`src/rtl/uepcsr_regs.svh`:
```
// Purpose: Offsets, field positions, reset values and wait counts
// Assumes: Included by the package and by both ends
// Notes:   Definitions only
`ifndef UEPCSR_REGS_SVH
`define UEPCSR_REGS_SVH

// ****************************************
// Endpoint control/status field positions
// ****************************************
`define UEPCSR_TRANSMIT_COMPLETE      0
`define UEPCSR_BANK0       1
`define UEPCSR_SETUP       2
`define UEPCSR_STALLACK    3
`define UEPCSR_TXRDY       4
`define UEPCSR_FHALT       5
`define UEPCSR_BANK1       6
`define UEPCSR_DIR         7
`define UEPCSR_KIND_LSB    8
`define UEPCSR_KIND_MSB    10
`define UEPCSR_TOGGLE      11
`define UEPCSR_ENABLE      15
`define UEPCSR_COUNT_LSB   16
`define UEPCSR_COUNT_MSB   26
`define UEPCSR_DPR_MASK    32'h0000_0052

// ****************************************
// Endpoint kind codes and reset values
// ****************************************
`define UEPCSR_KIND_CTRL     3'h0
`define UEPCSR_KIND_ISO_OUT  3'h1
`define UEPCSR_KIND_ISO_IN   3'h5
`define UEPCSR_KIND_BULK_OUT 3'h2
`define UEPCSR_KIND_BULK_IN  3'h6
`define UEPCSR_KIND_INT_OUT  3'h3
`define UEPCSR_KIND_INT_IN   3'h7
`define UEPCSR_COUNT_RST     11'h000

// ****************************************
// Controller word addresses and commands
// ****************************************
`define UEPCSR_A_CTRL   2'h0
`define UEPCSR_A_DATA   2'h1
`define UEPCSR_A_CMD    2'h2
`define UEPCSR_A_SNAP   2'h3
`define UEPCSR_OP_READ  2'h0
`define UEPCSR_OP_SET   2'h1
`define UEPCSR_OP_CLR   2'h2
`define UEPCSR_OP_RAW   2'h3

// ****************************************
// Wait counts in sys_clk cycles; poll limit in reads
// ****************************************
`define UEPCSR_SETTLE_CYC  4'h2
`define UEPCSR_DPR_CYC     4'h6
`define UEPCSR_POLL_LIMIT  8'h40

`endif

```
`src/rtl/uepcsr_pkg.sv`:
```
// Purpose: Types shared by both ends
// Assumes: uepcsr_regs.svh on the include path
// Notes:   Kind numbers live in the header
`include "uepcsr_regs.svh"
`default_nettype none
package uepcsr_pkg;

    typedef enum logic [2:0] {
        KIND_CTRL     = `UEPCSR_KIND_CTRL,
        KIND_ISO_OUT  = `UEPCSR_KIND_ISO_OUT,
        KIND_ISO_IN   = `UEPCSR_KIND_ISO_IN,
        KIND_BULK_OUT = `UEPCSR_KIND_BULK_OUT,
        KIND_BULK_IN  = `UEPCSR_KIND_BULK_IN,
        KIND_INT_OUT  = `UEPCSR_KIND_INT_OUT,
        KIND_INT_IN   = `UEPCSR_KIND_INT_IN
    } uepcsr_kind_t;

    typedef enum logic [4:0] {
        ST_IDLE   = 5'h01,
        ST_RDWAIT = 5'h02,
        ST_VFISS  = 5'h04,
        ST_VFWAIT = 5'h08,
        ST_GUARD  = 5'h10
    } uepcsr_state_t;

endpackage
`default_nettype wire

```
`src/rtl/uepcsr_if.sv`:
```
// Purpose: Register port between controller and endpoint logic
// Assumes: One sys_clk for both ends
// Notes:   Read data valid one cycle after the read strobe
`default_nettype none
interface uepcsr_if;
    logic        csrRd;
    logic        csrWr;
    logic [31:0] csrWdata;
    logic [31:0] csrRdata;
    logic        csrRdValid;

    modport device (
        input  csrRd,
        input  csrWr,
        input  csrWdata,
        output csrRdata,
        output csrRdValid
    );

    modport ctrl (
        output csrRd,
        output csrWr,
        output csrWdata,
        input  csrRdata,
        input  csrRdValid
    );
endinterface
`default_nettype wire

```
`src/rtl/uepcsr_flag.sv`:
```
// Purpose: One sticky flag, set by one party and cleared by the other
// Assumes: Same clock for both events
// Notes:   A set in the clearing cycle keeps the flag
`default_nettype none
module uepcsr_flag (
    // Clock and reset
    input  wire logic sys_clk,
    input  wire logic rst_n,
    input  wire logic ce,
    // Events
    input  wire logic setEv,
    input  wire logic clrEv,
    // State
    output logic      flag_r
);

    always_ff @(posedge sys_clk or negedge rst_n)
    begin
        if (!rst_n)
            flag_r <= 1'b0;
        else if (ce)
            flag_r <= setEv | (flag_r & ~clrEv);
    end

endmodule
`default_nettype wire

```
`src/rtl/uepcsr_device.sv`:
```
// Purpose: Endpoint control/status logic facing the USB engine
// Assumes: Engine events are one-cycle pulses on sys_clk
// Notes:   Rules below
// Functional notes
// - Firmware polls bits before next write
// - Else wait one bus plus one peripheral cycle
// - Wait three plus three before endpoint RAM
// - Host IN ack sets transmit_complete; write 0 clears
// - Bank 0 stored sets receive_bank0_full flag
// - Firmware reads count, then releases bank
// - Valid SETUP sets setup_received; write 0 clears
// - OUT refused while setup_received is set
// - Host STALL ack sets stall_acknowledged flag
// - Isochronous: same bit flags CRC error
// - Firmware sets ready; device clears after sending
// - Check ready clear; write 0 cancels
// - force_halt write 1 stalls, 0 resumes
// - Halt meaning per kind; ack via flag
// - Bank 1 flag for ping-pong endpoints
// - Control direction: 0 OUT, 1 IN
// - Firmware sets direction before clearing setup
// - Endpoint kind resets to control 000
// - Control endpoints are always enabled
// - Eleven-bit received byte count, read only
//
// The implementer's own choices: register access over Avalon-MM and the address map.
`include "uepcsr_regs.svh"
`default_nettype none
module uepcsr_device (
    // Clock, reset, enable
    input  wire logic        sys_clk,
    input  wire logic        rst_n,
    input  wire logic        ce,
    // Register port
    uepcsr_if.device         csr,
    // Engine events
    input  wire logic        inAcked,
    input  wire logic        stallAcked,
    input  wire logic        outStored,
    input  wire logic        outBank,
    input  wire logic [10:0] outByteCount,
    input  wire logic        setupStored,
    input  wire logic        crcError,
    // Engine controls
    output logic             txReady,
    output logic             sendStall,
    output logic             ctrlDirIn,
    output logic             outRefuse,
    output logic             epEnabled,
    output logic [2:0]       epKind,
    output logic             dataToggle,
    output logic             epIntr
);

    // ****************************************
    // Decode
    // ****************************************
    localparam int NFLAG = 6;

    logic             wr;
    logic [31:0]      wd;
    logic             isCtrl;
    logic             isIso;
    logic             outOk;
    logic [NFLAG-1:0] setV;
    logic [NFLAG-1:0] clrV;
    logic [NFLAG-1:0] flagQ;
    logic             transmit_complete;
    logic             bank0;
    logic             bank1;
    logic             setupFlag;
    logic             stallAck;

    logic             forceHalt_r;
    logic             dir_r;
    uepcsr_pkg::uepcsr_kind_t kind_r;
    logic             enable_r;
    logic             toggle_r;
    logic [10:0]      count_r;
    logic [31:0]      rdata_r;
    logic             rdValid_r;
    logic             intr_r;
    logic             enabledOut_r;
    logic [31:0]      word;

    assign wr     = csr.csrWr;
    assign wd     = csr.csrWdata;
    assign isCtrl = (kind_r == uepcsr_pkg::KIND_CTRL);
    assign isIso  = (kind_r == uepcsr_pkg::KIND_ISO_OUT) || (kind_r == uepcsr_pkg::KIND_ISO_IN);
    assign outOk  = outStored & ~setupFlag;

    // ****************************************
    // Sticky flags
    // ****************************************
    always_comb
    begin
        setV = '0;
        clrV = '0;
        setV[0] = inAcked;
        clrV[0] = wr & ~wd[`UEPCSR_TRANSMIT_COMPLETE];
        setV[1] = outOk & ~outBank;
        clrV[1] = wr & ~wd[`UEPCSR_BANK0];
        setV[2] = setupStored;
        clrV[2] = wr & ~wd[`UEPCSR_SETUP];
        setV[3] = (stallAcked & ~isIso) | (crcError & isIso);
        clrV[3] = wr & ~wd[`UEPCSR_STALLACK];
        setV[4] = wr & wd[`UEPCSR_TXRDY];
        clrV[4] = inAcked | (wr & ~wd[`UEPCSR_TXRDY]);
        setV[5] = outOk & outBank;
        clrV[5] = wr & ~wd[`UEPCSR_BANK1];
    end

    genvar gi;
    generate
        for (gi = 0; gi < NFLAG; gi++)
        begin : g_flag
            uepcsr_flag u_flag (
                .sys_clk (sys_clk),
                .rst_n   (rst_n),
                .ce      (ce),
                .setEv   (setV[gi]),
                .clrEv   (clrV[gi]),
                .flag_r  (flagQ[gi])
            );
        end
    endgenerate

    assign transmit_complete    = flagQ[0];
    assign bank0     = flagQ[1];
    assign setupFlag = flagQ[2];
    assign stallAck  = flagQ[3];
    assign txReady   = flagQ[4];
    assign bank1     = flagQ[5];
    assign outRefuse = setupFlag;

    // ****************************************
    // Firmware-owned settings
    // ****************************************
    always_ff @(posedge sys_clk or negedge rst_n)
    begin
        if (!rst_n)
            forceHalt_r <= 1'b0;
        else if (ce && wr)
            forceHalt_r <= wd[`UEPCSR_FHALT];
    end

    always_ff @(posedge sys_clk or negedge rst_n)
    begin
        if (!rst_n)
            dir_r <= 1'b0;
        else if (ce && wr)
            dir_r <= wd[`UEPCSR_DIR];
    end

    always_ff @(posedge sys_clk or negedge rst_n)
    begin
        if (!rst_n)
            kind_r <= uepcsr_pkg::KIND_CTRL;
        else if (ce && wr)
            kind_r <= uepcsr_pkg::uepcsr_kind_t'(wd[`UEPCSR_KIND_MSB:`UEPCSR_KIND_LSB]);
    end

    always_ff @(posedge sys_clk or negedge rst_n)
    begin
        if (!rst_n)
            enable_r <= 1'b0;
        else if (ce && wr)
            enable_r <= wd[`UEPCSR_ENABLE];
    end

    // ****************************************
    // Packet bookkeeping
    // ****************************************
    always_ff @(posedge sys_clk or negedge rst_n)
    begin
        if (!rst_n)
            toggle_r <= 1'b0;
        else if (ce)
        begin
            if (setupStored)
                toggle_r <= 1'b1;
            else if (inAcked || outOk)
                toggle_r <= ~toggle_r;
        end
    end

    always_ff @(posedge sys_clk or negedge rst_n)
    begin
        if (!rst_n)
            count_r <= `UEPCSR_COUNT_RST;
        else if (ce && (outOk || setupStored))
            count_r <= outByteCount;
    end

    // ****************************************
    // Read port and engine outputs
    // ****************************************
    always_comb
    begin
        word = '0;
        word[`UEPCSR_TRANSMIT_COMPLETE]   = transmit_complete;
        word[`UEPCSR_BANK0]    = bank0;
        word[`UEPCSR_SETUP]    = setupFlag;
        word[`UEPCSR_STALLACK] = stallAck;
        word[`UEPCSR_TXRDY]    = txReady;
        word[`UEPCSR_FHALT]    = forceHalt_r;
        word[`UEPCSR_BANK1]    = bank1;
        word[`UEPCSR_DIR]      = dir_r;
        word[`UEPCSR_KIND_MSB:`UEPCSR_KIND_LSB]   = kind_r;
        word[`UEPCSR_TOGGLE]   = toggle_r;
        word[`UEPCSR_ENABLE]   = isCtrl | enable_r;
        word[`UEPCSR_COUNT_MSB:`UEPCSR_COUNT_LSB] = count_r;
    end

    always_ff @(posedge sys_clk or negedge rst_n)
    begin
        if (!rst_n)
        begin
            rdata_r   <= 32'h0000_0000;
            rdValid_r <= 1'b0;
        end
        else if (ce)
        begin
            rdValid_r <= csr.csrRd;
            if (csr.csrRd)
                rdata_r <= word;
        end
    end

    // Interrupt stays up while any event flag is set
    always_ff @(posedge sys_clk or negedge rst_n)
    begin
        if (!rst_n)
        begin
            intr_r       <= 1'b0;
            enabledOut_r <= 1'b1;
        end
        else if (ce)
        begin
            intr_r       <= transmit_complete | bank0 | bank1 | setupFlag | stallAck;
            if (wr)
                enabledOut_r <= (wd[`UEPCSR_KIND_MSB:`UEPCSR_KIND_LSB] == `UEPCSR_KIND_CTRL) | wd[`UEPCSR_ENABLE];
        end
    end

    assign csr.csrRdata   = rdata_r;
    assign csr.csrRdValid = rdValid_r;
    assign sendStall      = forceHalt_r;
    assign ctrlDirIn      = dir_r;
    assign epKind         = kind_r;
    assign dataToggle     = toggle_r;
    assign epIntr         = intr_r;
    assign epEnabled      = enabledOut_r;

endmodule
`default_nettype wire

```
`src/flat_wrapper.sv`:
```
// flat-port wrapper written by rule: the top's interface ports become plain ports
module uepcsr_device_flat 
  (sys_clk, rst_n, ce, inAcked, stallAcked, outStored, outBank, outByteCount, setupStored, crcError, txReady, sendStall, ctrlDirIn, outRefuse, epEnabled, epKind, dataToggle, epIntr, csr_csrRd, csr_csrWr, csr_csrWdata, csr_csrRdata, csr_csrRdValid);
  uepcsr_if csr_i ();
  input  wire logic sys_clk;
  input  wire logic rst_n;
  input  wire logic ce;
  input  wire logic inAcked;
  input  wire logic stallAcked;
  input  wire logic outStored;
  input  wire logic outBank;
  input  wire logic [10:0] outByteCount;
  input  wire logic setupStored;
  input  wire logic crcError;
  output logic txReady;
  output logic sendStall;
  output logic ctrlDirIn;
  output logic outRefuse;
  output logic epEnabled;
  output logic [2:0] epKind;
  output logic dataToggle;
  output logic epIntr;
  input wire logic [$bits(csr_i.csrRd)-1:0] csr_csrRd;
  input wire logic [$bits(csr_i.csrWr)-1:0] csr_csrWr;
  input wire logic [$bits(csr_i.csrWdata)-1:0] csr_csrWdata;
  output wire logic [$bits(csr_i.csrRdata)-1:0] csr_csrRdata;
  output wire logic [$bits(csr_i.csrRdValid)-1:0] csr_csrRdValid;
  assign csr_i.csrRd = csr_csrRd;
  assign csr_i.csrWr = csr_csrWr;
  assign csr_i.csrWdata = csr_csrWdata;
  assign csr_csrRdata = csr_i.csrRdata;
  assign csr_csrRdValid = csr_i.csrRdValid;
  uepcsr_device u_core (.sys_clk(sys_clk), .rst_n(rst_n), .ce(ce), .csr(csr_i), .inAcked(inAcked), .stallAcked(stallAcked), .outStored(outStored), .outBank(outBank), .outByteCount(outByteCount), .setupStored(setupStored), .crcError(crcError), .txReady(txReady), .sendStall(sendStall), .ctrlDirIn(ctrlDirIn), .outRefuse(outRefuse), .epEnabled(epEnabled), .epKind(epKind), .dataToggle(dataToggle), .epIntr(epIntr));
endmodule
```
`config.mk`:
```
export PLATFORM = sky130hd
export DESIGN_NAME = uepcsr_device_flat
export DESIGN_NICKNAME = d
export VERILOG_FILES = /design/src/rtl/uepcsr_pkg.sv /design/src/rtl/uepcsr_if.sv /design/src/rtl/uepcsr_flag.sv /design/src/rtl/uepcsr_device.sv /design/src/flat_wrapper.sv
export VERILOG_INCLUDE_DIRS = /design/src /design/src/rtl
export SDC_FILE = /design/constraint.sdc
export NUM_CORES = 1
export LEC_CHECK = 0
export ABC_CLOCK_PERIOD_IN_PS = 2820
export BUFFER_PORTS_ARGS = -buffer_cell sky130_fd_sc_hd__buf_2
export CORE_MARGIN = 4
export CORE_UTILIZATION = 40
export DETAILED_ROUTE_END_ITERATION = 8
export GPL_ROUTABILITY_DRIVEN = 1
export GPL_TIMING_DRIVEN = 0
export PLACE_DENSITY = 0.68
export SLEW_MARGIN = 20
export SYNTH_ARGS = -nofsm -noshare
export SYNTH_HDL_FRONTEND = slang
export SYNTH_HIERARCHICAL = 1
export SYNTH_SLANG_ARGS = --single-unit
```
`constraint.sdc`:
```
create_clock -name sys_clk -period 2.82 [get_ports sys_clk]
set_input_delay 0.564 -clock sys_clk [delete_from_list [all_inputs] [get_ports sys_clk]]
set_output_delay 0.564 -clock sys_clk [all_outputs]
set_load 0.01 [all_outputs]
```
==> metrics.cfg, run 1 <==
[clocking]
post_cts_buffers = 0
cts_tree = yes
clock_latency_ns = 0.30
cts.sinks = 51
cts_resized = 0
cts-root-buf = clkbuf_8
cts_buffers = 5
cts_hold_buffers = 0
clockBufferDepth = 2
clkTransAtPathRegs_ns = 0.08
htree_levels = 2

[critical_path]
rr_worst_depth = 4
r2r-start = u_core/g_flag[2].u_flag/flag_r$_DFFE_PN0P_
crit_type = reg -> out
arrival_ns = 1.02
r2r_end = u_core/count_r[8]$_DFFE_PN0P_
critPathLaunch = u_core/epKind[1]$_DFFE_PN0P_
worstPathMaxFanout = 5
reg2reg_slack_ns = 1.46
endpoint_kind = output pin
required_ns = 2.26
worst_setup_path_start_kind = register

[status]
status = complete, no violations

[floorplan]
die_area_mm2 = 0.00682
fp-row-count = 26
fp.dieH_um = 82.6
core_area_mm2 = 0.00524
dieWidth_um = 82.6
start_util = 0.425
io_pins = 97

[timing]
fmax_ghz = 0.630
setup_tns_ns = 0
finalHoldViolations = 0
grt_setup_unrepaired = false
finalCritPeriodShare = 0.563
tightestPinTransition_ns = 0.616
fin_worst_skew_ns = 0.00501
relSlewSlack = 0.589
fin_crit_ns = 1.59
setup-violations-final = 0
drv_slew = 0

[flow_run]
cap_violations = 0

[yosys]
yosys_warnings = 6
synth_seq_area_share = 0.574
ys_ff_latch = 51
synth_area_leaders = dfrtp_1 56%, mux2_4 15%, mux2_2 9.6%, buf_4 3.7%, a22o_1 2.4%
yosysTopAreaCell = dfrtp_1
yosysUniqueCellTypes = 24
syn_area_per_cell_um2 = 14.5
netlist.area_leader.share = 0.562
netlist_area_mm2 = 0.00222
synthCells = 153

[routing]
drc = 0
ant_nets = 0
dr.pass1.iters = 4
routed_via_density = 4.67
routed_wl_um = 4460
vias = 1425
drt_iter0_markers = 52
wl_per_cell_um = 14.6

[finish]
mostFrequentLayoutCell = buf_2
final_nets = 289
drive_above_1_share = 0.574
postLayoutCoreUtil = 0.532
syn2layout_area_growth_pct = 25.1
fin_area_mm2 = 0.00278
diodes = 0
final_cell_mix = 67 x buf_2, 50 x dfrtp_1, 22 x mux2_4

[placed_design]
hpwl_um = 3270
dpl_cell_area_mm2 = 0.00268
place_congestion = 0.693
portBuffers = 68

[grt]
antenna_found_initial = 0
grt_pass1_wl_um = 6920
grt-ovfl-total = 0
track_usage = 0.136
first_global_vias = 1470
grt_max_degree = 52

[power]
p_leak_nw = 1.41
power.density_mw_per_mm2 = 678
irDropWorstVdd_mv = 0.412
p_total_w = 0.00189

[hold_path]
hp-class = in -> async

==> layer usage <==
metal	part of all wire	vias to the layer above	track usage
met5	0	-	0
met4	0.0099	0	0.0343
met1	0.43	689	0.157
met2	0.46	55	0.232
li1	-	675	-
met3	0.10	6	0.0586
==> logic make-up after synthesis <==
logic type | Yosys count | synth area share
other | 1 | 0.00169
and+or+nand+nor | 29 | 0.0697
DFF | 51 | 0.574
AOI/OAI and AO/OA | 14 | 0.0489
muxes | 41 | 0.245
buffers and inverters | 17 | 0.0607
==> registers in the layout (all words and copies together), names as in the netlist <==
name                         count
u_core/csr.csrRdValid            1
u_core/enable_r                  1
u_core/g_flag.u_flag/flag_r      6
u_core/ctrlDirIn                 1
u_core/csr.csrRdata             24
u_core/count_r                  11
u_core/epIntr                    1
u_core/dataToggle                1
u_core/epEnabled                 1
u_core/sendStall                 1
u_core/epKind                    3
==> area by class of cell <==
cell class                      instances  area, um^2
Fill cell                             465        2450
Sequential cell                        51        1280
Multi-Input combinational cell         92         838
Timing Repair Buffer                   68         343
Buffer                                 15         128
Tap cell                               70        87.6
Clock buffer                            6        72.6
Clock inverter                          1        30.0
Inverter                                2        7.51
==> where the power goes <==
| group | leakage, nW | switching, W | internal (W) |
|---|---|---|---|
| Combinational | 0.771 | 0.000190 | 0.000261 |
| Clock | 0.0513 | 0.000220 | 0.000260 |
| Sequential | 0.593 | 0.0000848 | 0.000870 |
==> metrics by stage <==
stage	instances	hold WS [ns]	worst slack (ns)
4_1_cts	305	0.296	1.22
5_1_grt	305	0.329	1.19
2_1_floorplan	160	0.268	1.39
3_5_place_dp	298	0.470	1.10
6_report	305	0.280	1.23
3_3_place_gp	298	0.474	1.12
==> worst max-delay path: stages (launching register included) <==
cell	delay, ns
dfrtp_1	0.44
buf_4	0.15
buf_2	0.13
==> worst max path at each step <==
stage | endpoint | cells after the start
finish | epKind[1] | 2
global route | epKind[1] | 2
CTS | epKind[1] | 2
detailed placement | u_core/csr.csrRdata[24]$_DFFE_PN0P_ | 5
global placement | u_core/csr.csrRdata[22]$_DFFE_PN0P_ | 5
floorplan | u_core/count_r[0]$_DFFE_PN0P_ | 4
==> synthesized netlist by cell type (all sizes together) <==
cell	number
nor2	5
and2	2
nor2b	7
a22o	6
nand2b	1
dfrtp	50
conb	1
inv	2
o32a	1
o31a	1
mux2	41
a21o	1
nand2	11
buf	15
o21ai	4
a31oi	1
dfstp	1
nor3	3
No activity file was read; power rests on OpenSTA's default activity.
==> run 2: changes to the inputs <==
- ABC_CLOCK_PERIOD_IN_PS: 2820 -> 1400
- PLACE_DENSITY: 0.68 -> 0.71
- clock period: 2.82 -> 1.4 ns (I/O delays scaled with it)
==> run 2 against run 1 <==
  * The flow now finishes with violations (negative hold slack)
  * Via count fell by 1.5%
  * Sequential share of layout area up 0.086 points
  * Cell count increased by 0.33%
  * Worst setup slack got worse by 1.1 ns
  * Flip-flop and latch count is the same
  * Critical path type unchanged
  * Critical endpoint unchanged
  * Largest cell class unchanged
==> metrics.cfg, run 2 (synthesis gave the netlist of run 1 again) <==
[status]
status = finished, violations left
violations = negative hold slack

[floorplan]
fp-row-count = 26
core_area_mm2 = 0.00524
dieWidth_um = 82.6
fp.dieH_um = 82.6
die_area_mm2 = 0.00682
start_util = 0.425
io_pins = 97

[finish]
final-instance-count-excl-fill = 306
fin_area_mm2 = 0.00278
syn2layout_area_growth_pct = 25.0
drive_above_1_share = 0.585
final_nets = 289
postLayoutCoreUtil = 0.531
num-fill-cells = 456
mostFrequentLayoutCell = buf_2
diodes = 0
largest_reg_flops = 24
final_cell_mix = 67 x buf_2, 49 x dfrtp_1, 22 x mux2_4

[placed_design]
dp.cells = 298
dpl_cell_area_mm2 = 0.00268
portBuffers = 68
pre_cts_ws_ns = -0.0241
hpwl_um = 3140
place_congestion = 0.750

[clocking]
htree_levels = 2
clockBufferDepth = 2
cts_tree = yes
cts_buffers = 5
cts.sinks = 51
cts-root-buf = clkbuf_8
clock_latency_ns = 0.30
post_cts_buffers = 0
cts_hold_buffers = 0
clkTransAtPathRegs_ns = 0.10
cts_resized = 0

[critical_path]
worstPathMaxFanout = 5
required_ns = 1.12
r2r_end = u_core/count_r[4]$_DFFE_PN0P_
worst_setup_path_start_kind = register
arrival_ns = 1.01
reg2reg_slack_ns = 0.12
endpoint_kind = output pin
crit_slowest_cell = dfrtp_1
cpPeakStageDelay_ns = 0.44
crit_chain = buf_4 > buf_2
rr_worst_depth = 4
r2r-start = u_core/g_flag[2].u_flag/flag_r$_DFFE_PN0P_
crit_type = reg -> out

[power]
pwr-share-seq = 0.517
switching_power_w = 0.00102
p_comb_frac = 0.244
internal-power_w = 0.00268
p_leak_nw = 1.41
irDropWorstVdd_mv = 0.705
p_sw_frac = 0.276
power.density_mw_per_mm2 = 1330
p_clk_frac = 0.239

[routing]
ant_nets = 0
routed_wl_um = 4260
drt-met1-wl_um = 1870
vias = 1403
drt_iter0_markers = 53
top_layer_used = met4
dr.pass1.iters = 4
route.met3.wl_um = 376
wl_per_cell_um = 13.9
drc = 0
routed_via_density = 4.58
wl_met2_um = 1980

[grt]
antenna_found_initial = 0
track_usage = 0.130
grt-ovfl-total = 0
grt_pass1_wl_um = 6630
grt_max_degree = 52
first_global_vias = 1390

[timing]
finalHoldViolations = 24
setup-violations-final = 0
fin_worst_skew_ns = 0.00950
fin_crit_ns = 1.29
finalCritPeriodShare = 0.920
fmax_ghz = 0.776
relSlewSlack = 0.585
grt_setup_unrepaired = false
tightestPinTransition_ns = 0.622
setup_ws_ns = 0.111
drv_slew = 0
holdWs_ns = -0.0220

[hold_path]
hp-class = in -> async

[flow_run]
cap_violations = 0

## run 2: cell types whose count changed in the layout (fill, tap and decap cells not counted), sizes merged
cell,previous run,this run
bufinv,1,0
clkinv,0,1
clkinvlp,0,1
## run 2: area by class of cell
type,count,area [um^2],share of cell area
Clock inverter,2,16.3,0.00585
Clock buffer,6,82.6,0.0297
Sequential cell,51,1280,0.460
Buffer,15,128,0.0459
Timing Repair Buffer,68,343,0.123
Tap cell,70,87.6,0.0315
Inverter,2,7.51,0.00270
Multi-Input combinational cell,92,838,0.301
## run 2: routing by layer
| layer | vias up | global-route usage |
|---|---|---|
| met2 | 58 | 0.212 |
| met1 | 663 | 0.165 |
| li1 | 674 | - |
| met3 | 8 | 0.0412 |
| met5 | - | 0 |
| met4 | 0 | 0.0359 |
## run 2: critical path, delay by kind of cell (launching register included)
family	cells	cell delay, ns
flops	1	0.44
buf+inv	2	0.28
## run 2: worst max path at each step
stage                                                          start                                   to  depth (start not counted)
after floorplan           u_core/g_flag[2].u_flag/flag_r$_DFFE_PN0P_        u_core/count_r[0]$_DFFE_PN0P_                          4
after global placement                                            ce  u_core/csr.csrRdata[24]$_DFFE_PN0P_                          5
after detailed placement                                          ce  u_core/csr.csrRdata[22]$_DFFE_PN0P_                          5
after CTS                 u_core/g_flag[2].u_flag/flag_r$_DFFE_PN0P_        u_core/count_r[4]$_DFFE_PN0P_                          4
after global routing      u_core/g_flag[2].u_flag/flag_r$_DFFE_PN0P_        u_core/count_r[4]$_DFFE_PN0P_                          4
final                                   u_core/epKind[1]$_DFFE_PN0P_                            epKind[1]                          2
## run 2: metrics by stage
| stage | total power, W | TNS (ns) |
|---|---|---|
| floorplan | 0.00248 | 0 |
| global placement | 0.00284 | -0.0336 |
| detailed placement | 0.00287 | -0.116 |
| CTS | 0.00377 | 0 |
| global route | 0.00392 | 0 |
| finish | 0.00371 | 0 |
## run 2: power groups by stage
stage | registers [W] | logic (W) | clock network [W]
floorplan | 0.00202 | 0.000467 | 0
global placement | 0.00193 | 0.000909 | 0
detailed placement | 0.00195 | 0.000924 | 0
CTS | 0.00192 | 0.000923 | 0.000928
global route | 0.00196 | 0.000986 | 0.000982
finish | 0.00192 | 0.000904 | 0.000886
